`src/design/meter_reset_pkg.sv`:
```
/*
  Constants, encodings and state types for the metering reset, power-up
  and host port select sequencer.
  Assumes a single 40 MHz core clock; all times are converted to cycles
  of that clock here.
*/
`default_nettype none

package meter_reset_pkg;

  // clock
  localparam int CLK_PERIOD_NS = 25;
  localparam int NS_PER_US     = 1000;
  localparam int NS_PER_MS     = 1000000;

  // supply monitor hold after threshold crossing
  localparam int SUPPLY_HOLD_MS  = 26;
  localparam int HOLD_CYCLES_DEF = SUPPLY_HOLD_MS * NS_PER_MS / CLK_PERIOD_NS;

  // full functionality after power is complete
  localparam int FULL_FUNC_MS      = 40;
  localparam int SETTLE_CYCLES_DEF =
    (FULL_FUNC_MS - SUPPLY_HOLD_MS) * NS_PER_MS / CLK_PERIOD_NS;

  // least reset pulse width, rounded up
  localparam int RESET_PULSE_MIN_US = 10;
  localparam int RESET_PULSE_CYCLES =
    (RESET_PULSE_MIN_US * NS_PER_US + CLK_PERIOD_NS - 1) / CLK_PERIOD_NS;

  // length of a reset or wake transition
  localparam int XFER_TIME_US = 20;
  localparam int XFER_CYCLES  = XFER_TIME_US * NS_PER_US / CLK_PERIOD_NS;

  // timer width covers the longest default count
  localparam int CNT_W = 21;

  // host port select
  localparam int          SS_CNT_W = 2;
  localparam logic [1:0]  SS_LAST  = 2'h2;
  localparam logic [1:0]  SS_ZERO  = 2'h0;
  localparam logic [1:0]  SS_ONE   = 2'h1;

  // register fields
  localparam int          DATA_W       = 16;
  localparam int          SOFTWARE_RESET_BIT_BIT    = 7;
  localparam int          I2C_LOCK_BIT = 1;
  localparam int          RESET_DONE_FLAG_BIT  = 15;
  localparam logic [15:0] RUN_START    = 16'h0001;

  // power mode pin codes {pin b, pin a}
  localparam logic [1:0] PINS_NORMAL  = 2'h1;
  localparam logic [1:0] PINS_REDUCED = 2'h0;
  localparam logic [1:0] PINS_LOW     = 2'h2;

  typedef enum logic [1:0] {
    MODE_NORMAL  = 2'h0,
    MODE_REDUCED = 2'h1,
    MODE_LOW     = 2'h2,
    MODE_SLEEP   = 2'h3
  } mode_type;

  // gray coded in declaration order and along the power-up path
  typedef enum logic [2:0] {
    ST_INACTIVE   = 3'h0,
    ST_HOLD       = 3'h1,
    ST_SETTLE     = 3'h3,
    ST_NORMAL     = 3'h2,
    ST_RESET_HELD = 3'h6,
    ST_RECOVER    = 3'h7,
    ST_SW_RESET   = 3'h5,
    ST_LOW_POWER  = 3'h4
  } state_type;

endpackage

`default_nettype wire

```
`src/design/meter_reset_port_select_seq.sv`:
```
/*
  Reset, power-up and host port select sequencer of a polyphase metering
  device: supply hold, power modes, pin and software reset, reset-done
  flag with its interrupt pin, I2C/SPI selection and lock, processor run.
  Assumes the serial port logic on ref_clk delivers one-cycle write
  strobes with a shared data word; pins are asynchronous and synchronised.
*/
// Contract
// stay inactive, then hold 26 ms after supply
// host drives mode pin b low first
// host keeps reset pin high during power-up
// normal mode starts on I2C; three falls pick SPI
// I2C lock bit fixes I2C, toggles ignored
// any second_config_reg write locks an active SPI
// only power loss or pin reset frees lock
// locked port kept across power mode changes
// entering normal mode loads all defaults
// done flag low in transition, set at end
// writing one clears flag, releases interrupt pin
// host waits for interrupt, then clears flags
// processor idle until run gets 0x0001
// supply loss returns device to inactive
// host writes modulator fix after bad power-up
// reset pin honoured only in normal mode
// reset pulse of 10 us restores all defaults
// SPI host reselects port after pin reset
// software reset bit starts reset in normal
// software reset keeps second_config_reg, level, lock
// software reset end clears bit, sets flag
// software reset ignored in reduced modes
// writing zero leaves done flag unchanged
`default_nettype none

module meter_reset_port_select_seq #(
  parameter int unsigned HOLD_CYCLES   = meter_reset_pkg::HOLD_CYCLES_DEF,
  parameter int unsigned SETTLE_CYCLES = meter_reset_pkg::SETTLE_CYCLES_DEF
) (
  // clock and reset
  input  wire logic        ref_clk,
  input  wire logic        nrst,
  // device pins
  input  wire logic        supplyOk,
  input  wire logic        powerModePinA,
  input  wire logic        powerModePinB,
  input  wire logic        resetPinN,
  input  wire logic        slaveSelectPinN,
  // register writes from the serial port
  input  wire logic        cfgWr,
  input  wire logic        secondCfgWr,
  input  wire logic        secondStatusWr,
  input  wire logic        runWr,
  input  wire logic [15:0] wrData,
  // status and control
  output logic             deviceActive,
  output logic             normalMode,
  output logic             transitionBusy,
  output logic             resetDoneFlag,
  output logic             doneIrqN,
  output logic             softwareResetBit,
  output logic             spiActive,
  output logic             i2cLocked,
  output logic             spiLocked,
  output logic             dspRun,
  output logic             loadAllDefaults,
  output logic             loadCoreDefaults
);

  localparam int CW = meter_reset_pkg::CNT_W;
  localparam logic [CW-1:0] HOLD_LIM   = CW'(HOLD_CYCLES - 1);
  localparam logic [CW-1:0] SETTLE_LIM = CW'(SETTLE_CYCLES - 1);
  localparam logic [CW-1:0] XFER_LIM   =
    CW'(meter_reset_pkg::XFER_CYCLES - 1);
  localparam logic [CW-1:0] PULSE_LIM  =
    CW'(meter_reset_pkg::RESET_PULSE_CYCLES - 1);
  localparam logic [CW-1:0] CNT_MAX    = {CW{1'b1}};
  localparam logic [CW-1:0] CNT_ZERO   = {CW{1'b0}};

  function automatic logic timerDone(input logic [CW-1:0] cnt,
                                     input logic [CW-1:0] lim);
    timerDone = (cnt >= lim);
  endfunction

  function automatic meter_reset_pkg::mode_type decodeMode(
    input logic [1:0] pins);
    if (pins == meter_reset_pkg::PINS_NORMAL) begin
      decodeMode = meter_reset_pkg::MODE_NORMAL;
    end else if (pins == meter_reset_pkg::PINS_REDUCED) begin
      decodeMode = meter_reset_pkg::MODE_REDUCED;
    end else if (pins == meter_reset_pkg::PINS_LOW) begin
      decodeMode = meter_reset_pkg::MODE_LOW;
    end else begin
      decodeMode = meter_reset_pkg::MODE_SLEEP;
    end
  endfunction

  // pin synchronisers; the first stage feeds only the second
  // reset to the idle pin levels so no false select edge follows reset
  localparam logic [4:0] PIN_IDLE = 5'h18;
  logic [4:0] pinMeta_ff;
  logic [4:0] pinSync_ff;
  logic       ssPrev_ff;

  always_ff @(posedge ref_clk) begin
    if (!nrst) begin
      pinMeta_ff <= PIN_IDLE;
      pinSync_ff <= PIN_IDLE;
      ssPrev_ff  <= 1'b1;
    end else begin
      pinMeta_ff <= {slaveSelectPinN, resetPinN, powerModePinB,
                     powerModePinA, supplyOk};
      pinSync_ff <= pinMeta_ff;
      ssPrev_ff  <= pinSync_ff[4];
    end
  end

  logic supplyGood;
  logic rstPinHigh;
  logic ssFall;
  logic modeIsNormal;

  assign supplyGood   = pinSync_ff[0];
  assign rstPinHigh   = pinSync_ff[3];
  assign ssFall       = ssPrev_ff && !pinSync_ff[4];
  assign modeIsNormal = (decodeMode(pinSync_ff[2:1]) ==
                         meter_reset_pkg::MODE_NORMAL);

  // sequencer
  meter_reset_pkg::state_type state_ff;
  meter_reset_pkg::state_type nxt_state;
  logic [CW-1:0]              cnt_ff;
  logic                       swRstReq;

  assign swRstReq = cfgWr && wrData[meter_reset_pkg::SOFTWARE_RESET_BIT_BIT];

  always_comb begin
    nxt_state = state_ff;
    if (!supplyGood) begin
      nxt_state = meter_reset_pkg::ST_INACTIVE;
    end else begin
      case (state_ff)
        meter_reset_pkg::ST_INACTIVE: begin
          nxt_state = meter_reset_pkg::ST_HOLD;
        end
        meter_reset_pkg::ST_HOLD: begin
          if (timerDone(cnt_ff, HOLD_LIM)) begin
            nxt_state = meter_reset_pkg::ST_SETTLE;
          end
        end
        meter_reset_pkg::ST_SETTLE: begin
          if (timerDone(cnt_ff, SETTLE_LIM)) begin
            nxt_state = meter_reset_pkg::ST_NORMAL;
          end
        end
        meter_reset_pkg::ST_NORMAL: begin
          // reset pin and software reset only act here
          if (!rstPinHigh) begin
            nxt_state = meter_reset_pkg::ST_RESET_HELD;
          end else if (!modeIsNormal) begin
            nxt_state = meter_reset_pkg::ST_LOW_POWER;
          end else if (swRstReq) begin
            nxt_state = meter_reset_pkg::ST_SW_RESET;
          end
        end
        meter_reset_pkg::ST_RESET_HELD: begin
          // a pulse shorter than the least width is dropped
          if (rstPinHigh) begin
            nxt_state = timerDone(cnt_ff, PULSE_LIM) ?
                        meter_reset_pkg::ST_RECOVER :
                        meter_reset_pkg::ST_NORMAL;
          end
        end
        meter_reset_pkg::ST_RECOVER,
        meter_reset_pkg::ST_SW_RESET: begin
          if (timerDone(cnt_ff, XFER_LIM)) begin
            nxt_state = meter_reset_pkg::ST_NORMAL;
          end
        end
        meter_reset_pkg::ST_LOW_POWER: begin
          if (modeIsNormal) begin
            nxt_state = meter_reset_pkg::ST_RECOVER;
          end
        end
        default: begin
          nxt_state = meter_reset_pkg::ST_INACTIVE;
        end
      endcase
    end
  end

  always_ff @(posedge ref_clk) begin
    if (!nrst) begin
      state_ff <= meter_reset_pkg::ST_INACTIVE;
    end else begin
      state_ff <= nxt_state;
    end
  end

  // timer restarts on every state change and saturates
  always_ff @(posedge ref_clk) begin
    if (!nrst) begin
      cnt_ff <= CNT_ZERO;
    end else if (nxt_state != state_ff) begin
      cnt_ff <= CNT_ZERO;
    end else if (cnt_ff != CNT_MAX) begin
      cnt_ff <= cnt_ff + CW'(1);
    end
  end

  logic transEnd;
  logic transStart;
  logic enterNormal;
  logic hwResetEvt;
  logic swResetStart;

  assign enterNormal  = (nxt_state == meter_reset_pkg::ST_NORMAL) &&
                        (state_ff == meter_reset_pkg::ST_SETTLE ||
                         state_ff == meter_reset_pkg::ST_RECOVER);
  assign transEnd     = enterNormal ||
                        (state_ff == meter_reset_pkg::ST_SW_RESET &&
                         nxt_state == meter_reset_pkg::ST_NORMAL);
  assign transStart   = (nxt_state != state_ff) &&
                        (nxt_state == meter_reset_pkg::ST_SETTLE ||
                         nxt_state == meter_reset_pkg::ST_RECOVER ||
                         nxt_state == meter_reset_pkg::ST_SW_RESET);
  assign hwResetEvt   = (state_ff == meter_reset_pkg::ST_RESET_HELD) &&
                        (nxt_state == meter_reset_pkg::ST_RECOVER);
  assign swResetStart = (state_ff == meter_reset_pkg::ST_NORMAL) &&
                        (nxt_state == meter_reset_pkg::ST_SW_RESET);

  // reset-done flag and its interrupt pin; the set wins over a clear
  logic reset_done_flag_ff;
  logic doneIrqN_ff;

  always_ff @(posedge ref_clk) begin
    if (!nrst) begin
      reset_done_flag_ff  <= 1'b0;
      doneIrqN_ff <= 1'b1;
    end else if (transEnd) begin
      reset_done_flag_ff  <= 1'b1;
      doneIrqN_ff <= 1'b0;
    end else if (transStart || !supplyGood) begin
      reset_done_flag_ff  <= 1'b0;
      doneIrqN_ff <= 1'b1;
    end else if (secondStatusWr &&
                 wrData[meter_reset_pkg::RESET_DONE_FLAG_BIT]) begin
      reset_done_flag_ff  <= 1'b0;
      doneIrqN_ff <= 1'b1;
    end
  end

  // default loads: full set on entering normal, core set on soft reset
  logic loadAll_ff;
  logic loadCore_ff;
  logic swRstBit_ff;

  always_ff @(posedge ref_clk) begin
    if (!nrst) begin
      loadAll_ff  <= 1'b0;
      loadCore_ff <= 1'b0;
    end else begin
      loadAll_ff  <= enterNormal;
      loadCore_ff <= swResetStart;
    end
  end

  // bit reads one through the whole soft reset, then clears itself
  always_ff @(posedge ref_clk) begin
    if (!nrst) begin
      swRstBit_ff <= 1'b0;
    end else begin
      swRstBit_ff <= (nxt_state == meter_reset_pkg::ST_SW_RESET);
    end
  end

  // host port selection and lock
  logic                                  spi_ff;
  logic                                  i2cLock_ff;
  logic                                  spiLock_ff;
  logic [meter_reset_pkg::SS_CNT_W-1:0]  ssCnt_ff;

  always_ff @(posedge ref_clk) begin
    if (!nrst || hwResetEvt ||
        state_ff == meter_reset_pkg::ST_INACTIVE) begin
      spi_ff     <= 1'b0;
      i2cLock_ff <= 1'b0;
      spiLock_ff <= 1'b0;
      ssCnt_ff   <= meter_reset_pkg::SS_ZERO;
    end else if (swResetStart) begin
      // an unlocked choice falls back to I2C; a locked one stays
      if (!(i2cLock_ff || spiLock_ff)) begin
        spi_ff   <= 1'b0;
        ssCnt_ff <= meter_reset_pkg::SS_ZERO;
      end
    end else if (state_ff == meter_reset_pkg::ST_NORMAL) begin
      // outside normal mode nothing here moves, so locks persist
      if (secondCfgWr && spi_ff) begin
        spiLock_ff <= 1'b1;
      end else if (secondCfgWr &&
                   wrData[meter_reset_pkg::I2C_LOCK_BIT]) begin
        i2cLock_ff <= 1'b1;
      end
      if (ssFall && !spi_ff && !i2cLock_ff) begin
        if (ssCnt_ff == meter_reset_pkg::SS_LAST) begin
          spi_ff <= 1'b1;
        end else begin
          ssCnt_ff <= ssCnt_ff + meter_reset_pkg::SS_ONE;
        end
      end
    end
  end

  // processor run control
  logic run_ff;

  always_ff @(posedge ref_clk) begin
    if (!nrst || state_ff != meter_reset_pkg::ST_NORMAL ||
        nxt_state != meter_reset_pkg::ST_NORMAL) begin
      run_ff <= 1'b0;
    end else if (runWr) begin
      run_ff <= (wrData == meter_reset_pkg::RUN_START);
    end
  end

  // summary status
  logic active_ff;
  logic normal_ff;
  logic busy_ff;

  always_ff @(posedge ref_clk) begin
    if (!nrst) begin
      active_ff <= 1'b0;
      normal_ff <= 1'b0;
      busy_ff   <= 1'b0;
    end else begin
      active_ff <= !(nxt_state == meter_reset_pkg::ST_INACTIVE ||
                     nxt_state == meter_reset_pkg::ST_HOLD);
      normal_ff <= (nxt_state == meter_reset_pkg::ST_NORMAL);
      busy_ff   <= !(nxt_state == meter_reset_pkg::ST_NORMAL ||
                     nxt_state == meter_reset_pkg::ST_LOW_POWER);
    end
  end

  assign deviceActive     = active_ff;
  assign normalMode       = normal_ff;
  assign transitionBusy   = busy_ff;
  assign resetDoneFlag    = reset_done_flag_ff;
  assign doneIrqN         = doneIrqN_ff;
  assign softwareResetBit = swRstBit_ff;
  assign spiActive        = spi_ff;
  assign i2cLocked        = i2cLock_ff;
  assign spiLocked        = spiLock_ff;
  assign dspRun           = run_ff;
  assign loadAllDefaults  = loadAll_ff;
  assign loadCoreDefaults = loadCore_ff;
endmodule

`default_nettype wire

```
`config.mk`:
```
export PLATFORM = sky130hd
export DESIGN_NAME = meter_reset_port_select_seq
export DESIGN_NICKNAME = d
export VERILOG_FILES = /design/src/design/meter_reset_pkg.sv /design/src/design/meter_reset_port_select_seq.sv
export SDC_FILE = /design/constraint.sdc
export NUM_CORES = 1
export LEC_CHECK = 0
export BUFFER_PORTS_ARGS = -buffer_cell sky130_fd_sc_hd__buf_2
export CELL_PAD_IN_SITES_DETAIL_PLACEMENT = 1
export CELL_PAD_IN_SITES_GLOBAL_PLACEMENT = 2
export CORE_MARGIN = 4
export CORE_UTILIZATION = 34
export DETAILED_ROUTE_END_ITERATION = 8
export GPL_ROUTABILITY_DRIVEN = 0
export PLACE_DENSITY = 0.77
export SYNTH_ARGS = -nofsm -noshare
export SYNTH_HDL_FRONTEND = slang
export SYNTH_SLANG_ARGS = --single-unit
```
`constraint.sdc`:
```
create_clock -name ref_clk -period 2.7 [get_ports ref_clk]
set_input_delay 0.405 -clock ref_clk [delete_from_list [all_inputs] [get_ports ref_clk]]
set_output_delay 0.405 -clock ref_clk [all_outputs]
set_load 0.005 [all_outputs]
```
==> results of run 1 <==
[where the power goes]
group / switching [W] / total (W) / internal (W) / leakage (nW)
Combinational: 0.0000380 / 0.0000708 / 0.0000328 / 0.666
Sequential: 0.00000972 / 0.000744 / 0.000734 / 0.398
Clock: 0.000264 / 0.000446 / 0.000182 / 0.0364
Total: 0.000311 / 0.00126 / 0.000949 / 1.10
[per-layer routing]
metal | vias up | routed length (um)
met5 | - | 0
met4 | 0 | 76
met3 | 7 | 277
met2 | 44 | 3020
met1 | 1100 | 3280
li1 | 1140 | -
[placed cells by master (no fill, tap or decap), types with 2 or more instances in the layout]
cell,netlist,final
nor2_1,37,37
mux2_1,2,2
or2_2,3,3
and3_1,5,5
nand2_1,23,23
nand2b_1,10,10
a31oi_1,2,2
nand4_1,10,10
nor4b_1,2,2
nor3_2,3,3
o21ai_0,8,8
nor2b_1,4,4
o2111ai_1,5,5
nand4_4,2,2
o21ai_1,3,3
mux2i_1,2,2
nand3_1,8,8
a21oi_1,10,10
inv_1,14,14
nor3_1,13,13
clkbuf_8,0,5
a21o_1,3,3
xor2_1,13,13
xnor2_1,4,4
o32a_1,2,2
nor4_1,4,4
o31ai_1,5,5
a211oi_1,2,2
clkinvlp_4,0,3
and2_1,8,8
ha_1,2,2
a41oi_1,4,4
dfxtp_1,49,49
buf_4,0,7
buf_2,7,38
nand3_2,2,2
a311oi_1,2,2
[synth_stat cells (3+ instances only)]
cell type and number:
inv_1 14, nor4_1 4, and2_1 8, a41oi_1 4
dfxtp_1 49, o21ai_0 8, xnor2_1 4, nor3_1 13
o31ai_1 5, clkbuf_1 5, xor2_1 13, nand4_1 10
a21oi_1 10, a21o_1 3, nor3_2 3, buf_2 7
or2_2 3, o2111ai_1 5, o21ai_1 3, and3_1 5
nor2b_1 4, nand2b_1 10, nor2_1 37, nand2_1 23
nand3_1 8
[registers in the layout, indices dropped and copies added, names as in the netlist, 2 cells and up]
signal / count
pinMeta_ff: 5
ssCnt_ff: 2
cnt_ff: 21
state_ff: 3
pinSync_ff: 5
[worst paths after layout]
kind | startpoint | to | slack, ns | cells past startpoint
max | cnt_ff[0] | cnt_ff[7] | 0.32 | 9
min | resetPinN | pinMeta_ff[3] | 0.27 | 2
max reg2reg | cnt_ff[0] | cnt_ff[7] | 0.32 | 9
min reg2reg | pinMeta_ff[3] | pinSync_ff[3] | 0.42 | 1
[final cells by class]
| cell class | count | share of cell area, % |
|---|---|---|
| inverter | 14 | 1.79 |
| clock inverter | 3 | 0.766 |
| clock buffer | 5 | 2.34 |
| tap | 99 | 4.21 |
| sequential | 49 | 33.3 |
| multi-input combinational | 221 | 49.3 |
| timing repair buffer | 45 | 8.25 |
[kinds of logic (layout without fill, tap and decap cells)]
family | after synthesis | count (layout) | share of synthesized area [%]
adders and majority gates | 2 | 2 | 0.986
DFF | 49 | 49 | 38.7
buffers and inverters | 26 | 67 | 4.19
muxes | 4 | 4 | 1.68
and+or+nand+nor | 138 | 138 | 30.3
AOI/OAI and AO/OA | 60 | 60 | 18.3
xor gates and xnor gates | 17 | 17 | 5.87
[metrics by stage]
step / power (W) / cell area, um2
floorplan: 0.000797 / 2540
global placement: 0.000831 / 2850
detailed placement: 0.000833 / 2850
CTS: 0.00129 / 2940
global route: 0.00132 / 2940
finish: 0.00126 / 2940
==> results.ini, run 1 <==
[run_status]
status = finished, final reports clean

[place]
dp_hpwl_um = 5180
placedCellCount = 428
port_buffers = 38
place_ws_ns = 0.311

[yosys]
synth_fp_nets = 325
async_flop_share_pct = 0
netlist_area_mm2 = 0.00254
yosysSeqAreaShare_pct = 38.7
synth-seq-cells = 49
yosys_warnings = 0
synth_area_leaders = dfxtp_1 (39%), nor2_1 (5.5%), xor2_1 (4.5%)
synth_top_cell_area_share_pct = 38.7
synth_edf_count = 0
synth_ff_type = dfxtp_1
syn_area_per_cell_um2 = 8.57
yosysTopAreaCell = dfxtp_1
syn_inst = 296
netlist-cell-type-count = 53

[clocking]
clkTransAtPathRegs_ns = 0.10
cts_tree = built
cts_hold_buf = 0
clk_latency_ns = 0.31
htree_levels = 2
cts-buffers-inserted = 5
cts_root_buffer = clkbuf_8
postCtsSetupBuffers = 0
cts.sinks = 49
cts_buffer_depth = 2
ctsResizeCount = 0

[grt]
overflow = 0
grt_max_degree = 22
antenna_found_initial = 0
grtUsageMet1_pct = 22.9
grt_util_met2_pct = 25.5
grt_use_total_pct = 16.3
use_met3_pct = 3.03
grt_pass1_wl_um = 11600
grt_pass1_vias = 2338
top_usage_layer = met2

[sta]
maxSlewHeadroom_pct = 66.8
rsz0062_at_grt = false
final_hold_viol_count = 0
fin_ws_ns = 0.321
drv_slew = 0
whs_ns = 0.274
max_freq_mhz = 420
worstMarginPinSlew_ns = 0.491
final-setup-viol-count = 0
fin_tns_setup_ns = 0
clock_skew_ns = 0.00539
fin_crit_ns = 2.38
post-route-period-util_pct = 88.1

[job]
max-cap-violations = 0

[final_layout]
antenna_cells = 0
area_growth_pct = 15.9
final_util_pct = 40.6
fillCellCount = 913
drive_gt1_share_pct = 21.4
fin_cells = 436
multi_input_area_mm2 = 0.00145
fin_nets = 365
register_area_um2 = 981

[critical_path]
cp_data_arrival_time_ns = 2.61
path_class = register to register
critPathLaunchType = register
critical_path.top_delay_family = compound AO/OA/AOI/OAI gates
cpMostUsedCell = o2111ai_1
crit_chain = ha_1, a21oi_2, o2111ai_1, o2111ai_1, a311oi_1, a41oi_1, nand3_1, buf_4, nor3_1
path_max_fanout = 21
cp-end-kind = register
cp_slowest_cell = dfxtp_1
critPathRequiredTime_ns = 2.93
critPathMaxStageDelay_ns = 0.36
path_buf_inv = 1

[route]
vias = 2291
vias_per_cell = 5.25
routedWlPerCell_um = 15.3
ant_nets = 0
post-route-drc-count = 0
dr.pass1.iters = 5
wl_um = 6660
drtIter0Drc = 109

[power]
cellPowerDensity_mw_per_mm2 = 429
cellLeakagePower_nw = 1.10
irDropWorstVdd_mv = 0.291

[floorplanning]
rows = 31
start_util_pct = 35.0
io_pins = 39
die_w_um = 94.4
die_area_mm2 = 0.00891
core_mm2 = 0.00725
die_h_um = 94.4

[hold_path]
hold_class = input port to register

Note: power is estimated with default switching activity, not from simulation.
==> run 2: changes to the inputs <==
Settings changed: CELL_PAD_IN_SITES_GLOBAL_PLACEMENT 2 to 1, CORE_UTILIZATION 34 to 42, GPL_TIMING_DRIVEN set to 0, REMOVE_ABC_BUFFERS set to 1.
==> run 2 against run 1 <==
  * Critical path depth decreased by 3
  * Flip-flop and latch count unchanged
  * Clock power increased by 24%
==> results.ini, run 2 (same netlist as run 1, synthesis figures left out) <==
[run_status]
status = finished, final reports clean

[critical_path]
critical_path.top_delay_family = compound AO/OA/AOI/OAI gates
path_buf_inv = 1  ; unchanged
cp-end-kind = register
critPathLaunchType = register
critPathRequiredTime_ns = 2.93  ; about the same
ff2ff_path_depth = 6  ; -3
path_max_fanout = 21  ; unchanged
r2r_start = state_ff[1]
reg2reg_slack_ns = 0.19  ; -0.13 ns
cp_slowest_cell = dfxtp_1
path_class = register to register
worst-path-stages = 6  ; -3
cp_data_arrival_time_ns = 2.74  ; +0.13 ns
critPathMaxStageDelay_ns = 0.71  ; +0.35 ns
crit_chain = inv_1, o21ai_1, a311oi_1, a41oi_2, nand3_4, nor3_1
cp-startpoint = state_ff[1]

[grt]
grt_pass1_vias = 2404  ; +2.8%
overflow = 0  ; unchanged
grt_pass1_wl_um = 11400  ; -1.2%
antenna_found_initial = 0  ; unchanged
grt_use_total_pct = 19.1  ; +2.9 points
grt_max_degree = 22  ; unchanged

[sta]
rsz0062_at_grt = false
final_hold_viol_count = 0  ; unchanged
final-setup-viol-count = 0  ; unchanged
drv_slew = 0  ; unchanged
post-route-period-util_pct = 93.0  ; +4.9 points
maxSlewHeadroom_pct = 60.0  ; -6.8 points
fin_ws_ns = 0.188  ; -0.133 ns
fin_crit_ns = 2.51  ; +0.133 ns
max_freq_mhz = 398  ; -5.3%
clock_skew_ns = 0.00472  ; -0.000676 ns
worstMarginPinSlew_ns = 0.599  ; +0.108 ns

[power]
cellPowerDensity_mw_per_mm2 = 467  ; +9.0%
cellLeakagePower_nw = 1.09  ; -1.2%
irDropWorstVdd_mv = 0.239  ; -18%

[job]
max-cap-violations = 0  ; unchanged

[hold_path]
hold_class = input port to register
hp-start = resetPinN
hold_depth = 2  ; unchanged

[clocking]
cts-buffers-inserted = 5  ; unchanged
clk_latency_ns = 0.30  ; about the same
cts_tree = built
htree_levels = 2  ; unchanged
clkTransAtPathRegs_ns = 0.09  ; about the same
cts_hold_buf = 0  ; unchanged
cts_buffer_depth = 2  ; unchanged
postCtsSetupBuffers = 0  ; unchanged
cts_root_buffer = clkbuf_8
cts.sinks = 49  ; unchanged

[route]
vias = 2264  ; -1.2%
post-route-drc-count = 0  ; unchanged
drtIter0Drc = 79  ; -28%
dr.pass1.iters = 6  ; +1
vias_per_cell = 5.59  ; +6.4%
routedWlPerCell_um = 16.3  ; +6.8%
ant_nets = 0  ; unchanged
wl_um = 6610  ; -0.78%

[floorplanning]
core_mm2 = 0.00589  ; -19%
die_w_um = 85.7  ; -9.2%
start_util_pct = 43.1  ; +8.1 points
die_area_mm2 = 0.00735  ; -18%
rows = 28  ; -9.7%
io_pins = 39  ; unchanged
die_h_um = 85.7  ; -9.2%

[place]
placedCellCount = 397  ; -7.2%
port_buffers = 38  ; unchanged
dpl-instance-area_mm2 = 0.00277  ; -2.9%
dp_hpwl_um = 4690  ; -9.5%
place_ws_ns = -0.359  ; -0.670 ns

[final_layout]
antenna_cells = 0  ; unchanged
fin_cells = 405  ; -7.1%
final_cell_mix = dfxtp_1 (47), buf_2 (38), nor2_1 (37)
top_register = cnt_ff
final_common_cell = dfxtp_1
drive_gt1_share_pct = 21.8  ; +0.45 points
fin_nets = 358  ; -1.9%
area_growth_pct = 15.6
final_util_pct = 49.9  ; +9.3 points
reg.largest.list = cnt_ff x21, pinMeta_ff x5, pinSync_ff x5
largest_reg_flops = 21  ; unchanged
finalInstanceArea_mm2 = 0.00293  ; -0.26%

-- run 2: cell count changes in the layout (fill, tap and decap cells not counted), moves of 2 or more --
cell	delta
dfxtp_1	-2
buf_4	-7
dfxtp_2	+2
clkinvlp_4	-2
-- run 2: what timing repair did --
action | 4_1_cts | 5_1_grt
resized for setup | 2 | 7
hold endpoints to repair | 0 | 0
cloned | 0 | 0
pin swaps | 0 | 1
setup endpoints to repair | 21 | 25
-- run 2: through the flow --
step	TNS, ns	hold WS [ns]	power (W)
after detailed placement	-5.30	0.394	0.000829
after CTS	0	0.273	0.00138
after floorplan	0	0.386	0.000793
after global routing	0	0.283	0.00143
after global placement	-4.40	0.390	0.000826
final	0	0.274	0.00137
-- run 2: final cells by class --
type | instances | area (um2)
Timing Repair Buffer | 38 | 190
Inverter | 14 | 52.6
Sequential cell | 49 | 983
Multi-Input combinational cell | 221 | 1490
Tap cell | 75 | 93.8
Clock inverter | 2 | 37.5
Clock buffer | 6 | 82.6
Fill cell | 727 | 2950
-- run 2: path summary, 6_finish.rpt --
| check | endpoint |
|---|---|
| worst max-delay path | cnt_ff[7] |
| worst min-delay path | pinMeta_ff[3] |
| worst max register to register | cnt_ff[7] |
| worst min register to register | pinSync_ff[3] |
-- run 2: layer usage --
metal	GRT usage, %	vias to the layer above	share of wire, %
met5	0	-	0
met4	5.04	0	1.0
met3	4.13	6	5.5
met2	32.3	53	47
met1	24.7	1084	46
li1	-	1121	-
-- run 2: where the power goes --
part	internal (W)	switching [W]
Sequential	0.000734	0.0000123
Combinational	0.0000338	0.0000379
Clock	0.000301	0.000251
==> run 3: changes to the inputs <==
Settings changed: ABC_AREA set to 1, CORE_UTILIZATION 42 to 41, CTS_CLUSTER_SIZE set to 40, PLACE_DENSITY 0.77 to 0.78.
==> run 3 against run 2 <==
  * First-iteration DRC count did not move
  * Clock-buffer cell count fell by 1
  * Clock power fell by 13%
  * Power fell by 5.6%
  * Final area rose by 9.3%
  * Wire length rose by 13%
  * Utilization fell by 2.7 points
  * Sequential power fell by 0.5%
  * Setup slack improved by 0.049 ns
==> results.ini, run 3 <==
[critical_path]
critPathRequiredTime_ns = 2.93  ; about the same
critPathLaunchType = register
path_max_fanout = 21  ; unchanged
critPathMaxStageDelay_ns = 0.39  ; -0.32 ns
crit_chain = ha_1, nand3_1, nor2_1, nand3_2, nand4_2, nand3_2, nand2_2, nand2_1, nand2_1, nand4_4, a211oi_1
cp_data_arrival_time_ns = 2.69  ; -0.05 ns
critical_path.top_delay_family = simple AND/OR/NAND/NOR gates
path_class = register to register
cp-end-kind = register
path_buf_inv = 0  ; -1
cp_slowest_cell = nand4_4

[sta]
rsz0062_at_grt = false
drv_slew = 0  ; unchanged
final-setup-viol-count = 0  ; unchanged
max_freq_mhz = 406  ; +2.0%
maxSlewHeadroom_pct = 69.9  ; +9.9 points
fin_crit_ns = 2.46  ; -0.0488 ns
final_hold_viol_count = 0  ; unchanged
clock_skew_ns = 0.00807  ; +0.00335 ns
post-route-period-util_pct = 91.2  ; -1.8 points
worstMarginPinSlew_ns = 0.451  ; -0.148 ns
fin_tns_setup_ns = 0  ; unchanged

[floorplanning]
die_area_mm2 = 0.00838  ; +14%
start_util_pct = 42.1  ; -0.98 points
rows = 30  ; +7.1%
die_w_um = 91.6  ; +6.8%
core_mm2 = 0.00679  ; +15%
die_h_um = 91.6  ; +6.8%
io_pins = 39  ; unchanged

[job]
max-cap-violations = 0  ; unchanged

[clocking]
cts_root_buffer = clkbuf_8
htree_levels = 2  ; unchanged
cts-buffers-inserted = 5  ; unchanged
cts_hold_buf = 0  ; unchanged
postCtsSetupBuffers = 0  ; unchanged
clkTransAtPathRegs_ns = 0.11  ; +0.02 ns
cts_tree = built
cts_buffer_depth = 2  ; unchanged
clk_latency_ns = 0.31  ; about the same
cts.sinks = 49  ; unchanged
ctsResizeCount = 0  ; -2

[grt]
grtUsageMet1_pct = 26.0  ; +1.3 points
grt_pass1_wl_um = 12900  ; +13%
antenna_found_initial = 0  ; unchanged
use_met3_pct = 2.49  ; -1.6 points
grt_max_degree = 22  ; unchanged
grt_util_met2_pct = 30.6  ; -1.7 points
grt_use_total_pct = 18.9  ; -0.25 points
top_usage_layer = met2
overflow = 0  ; unchanged
grt_pass1_vias = 2734  ; +14%

[yosys]
synth_ff_type = dfxtp_1
syn_area_per_cell_um2 = 6.77  ; -21%
synthTopCellsByCount = nand2_1 (94), nor2_1 (67), inv_1 (52)
synth_area_leaders = dfxtp_1 (34%), nand2_1 (12%), nor2_1 (8.8%)
synth-seq-cells = 49  ; unchanged
synthMuxAreaShare_pct = 0  ; -1.7 points
synth_top_cell_area_share_pct = 34.3  ; -4.4 points
synth_adder_area_share_pct = 0.874  ; -0.11 points
synth_top_family_by_area = simple AND/OR/NAND/NOR gates
async_flop_share_pct = 0  ; unchanged
yosys_warnings = 0  ; unchanged
yosysTopAreaCell = dfxtp_1
synth_xor_xnor_area_share_pct = 3.67  ; -2.2 points
yosysMostFrequentCell = nand2_1
synth-simple-area-share_pct = 43.7  ; +13 points
netlist-cell-type-count = 36  ; -32%
yosysSeqAreaShare_pct = 34.3  ; -4.4 points
netlist_area_mm2 = 0.00286  ; +13%
syn_inst = 423  ; +43%
synth_edf_count = 0  ; unchanged
synth_compound_area_share_pct = 6.60  ; -12 points

[route]
dr.pass1.iters = 5  ; -1
ant_nets = 0  ; unchanged
drtIter0Drc = 79  ; unchanged
post-route-drc-count = 0  ; unchanged
vias = 2691  ; +19%
vias_per_cell = 4.83  ; -14%
wl_um = 7460  ; +13%
routedWlPerCell_um = 13.4  ; -18%

[power]
irDropWorstVdd_mv = 0.195  ; -18%
cellPowerDensity_mw_per_mm2 = 404  ; -14%
cellLeakagePower_nw = 1.46  ; +34%

[final_layout]
antenna_cells = 0  ; unchanged
fillCellCount = 920  ; +27%
reg.largest.list = cnt_ff x21, pinMeta_ff x5, pinSync_ff x5
drive_gt1_share_pct = 23.4  ; +1.6 points
final_common_cell = nand2_1
top_register = cnt_ff
largest_reg_flops = 21  ; unchanged
fin_nets = 489  ; +37%
final_util_pct = 47.2  ; -2.7 points
area_growth_pct = 12.0
final_cell_mix = nand2_1 (94), nor2_1 (67), inv_1 (52)
fin_cells = 557  ; +38%

[hold_path]
hold_class = input port to register

[run_status]
status = finished, final reports clean

[place]
dp_hpwl_um = 5980  ; +28%
port_buffers = 38  ; unchanged
placedCellCount = 549  ; +38%

-- run 3: tightest hold or removal path, delay by kind of cell --
family / cells / cell delay, ns
buffers and inverters: 2 / 0.11
AND/OR/NAND/NOR: 1 / 0.04
-- run 3: stage by stage --
stage / worst slack, ns / total power, W / hold WS [ns] / cell area (um2)
2_1_floorplan: 0.761 / 0.000793 / 0.390 / 2800
3_3_place_gp: 0.374 / 0.000826 / 0.394 / 3110
3_5_place_dp: 0.300 / 0.000829 / 0.403 / 3110
4_1_cts: 0.231 / 0.00132 / 0.254 / 3210
5_1_grt: 0.0164 / 0.00136 / 0.243 / 3210
6_report: 0.237 / 0.00129 / 0.266 / 3210
-- run 3: layout make-up --
class | instances | area, um2 | area share, %
Timing Repair Buffer | 38 | 190 | 5.93
Tap cell | 96 | 120 | 3.75
Sequential cell | 49 | 981 | 30.6
Inverter | 66 | 248 | 7.73
Multi-Input combinational cell | 300 | 1570 | 49.0
Clock buffer | 5 | 68.8 | 2.15
Clock inverter | 3 | 28.8 | 0.897
-- run 3: path summary, 6_finish.rpt --
path	startpoint	to	slack [ns]	cells past startpoint
setup / recovery	cnt_ff[1]	cnt_ff[2]	0.24	11
hold / removal	powerModePinB	pinMeta_ff[2]	0.27	3
setup reg to reg	cnt_ff[1]	cnt_ff[2]	0.24	11
hold reg to reg	pinMeta_ff[4]	pinSync_ff[4]	0.42	1
-- run 3: where the power goes --
| group | switching (W) | internal, W |
|---|---|---|
| registers | 0.00000816 | 0.000735 |
| logic | 0.0000401 | 0.0000284 |
| clock network | 0.000287 | 0.000196 |
| total | 0.000335 | 0.000959 |
-- run 3: logic make-up (layout without fill, tap and decap cells) --
| group | count (synthesis) | after routing |
|---|---|---|
| flip-flops | 49 | 49 |
| AO/OA/AOI/OAI | 28 | 28 |
| AND/OR/NAND/NOR | 258 | 258 |
| adder cells (fa/ha/maj) | 2 | 2 |
| XOR/XNOR | 12 | 12 |
| buffers and inverters | 74 | 112 |
-- run 3: per-layer routing --
metal  part of all wire (%)  routed length [um]
met3                    2.1                 156
met1                     50                3720
met2                     46                3460
met4                    1.6                 119
met5                      0                   0
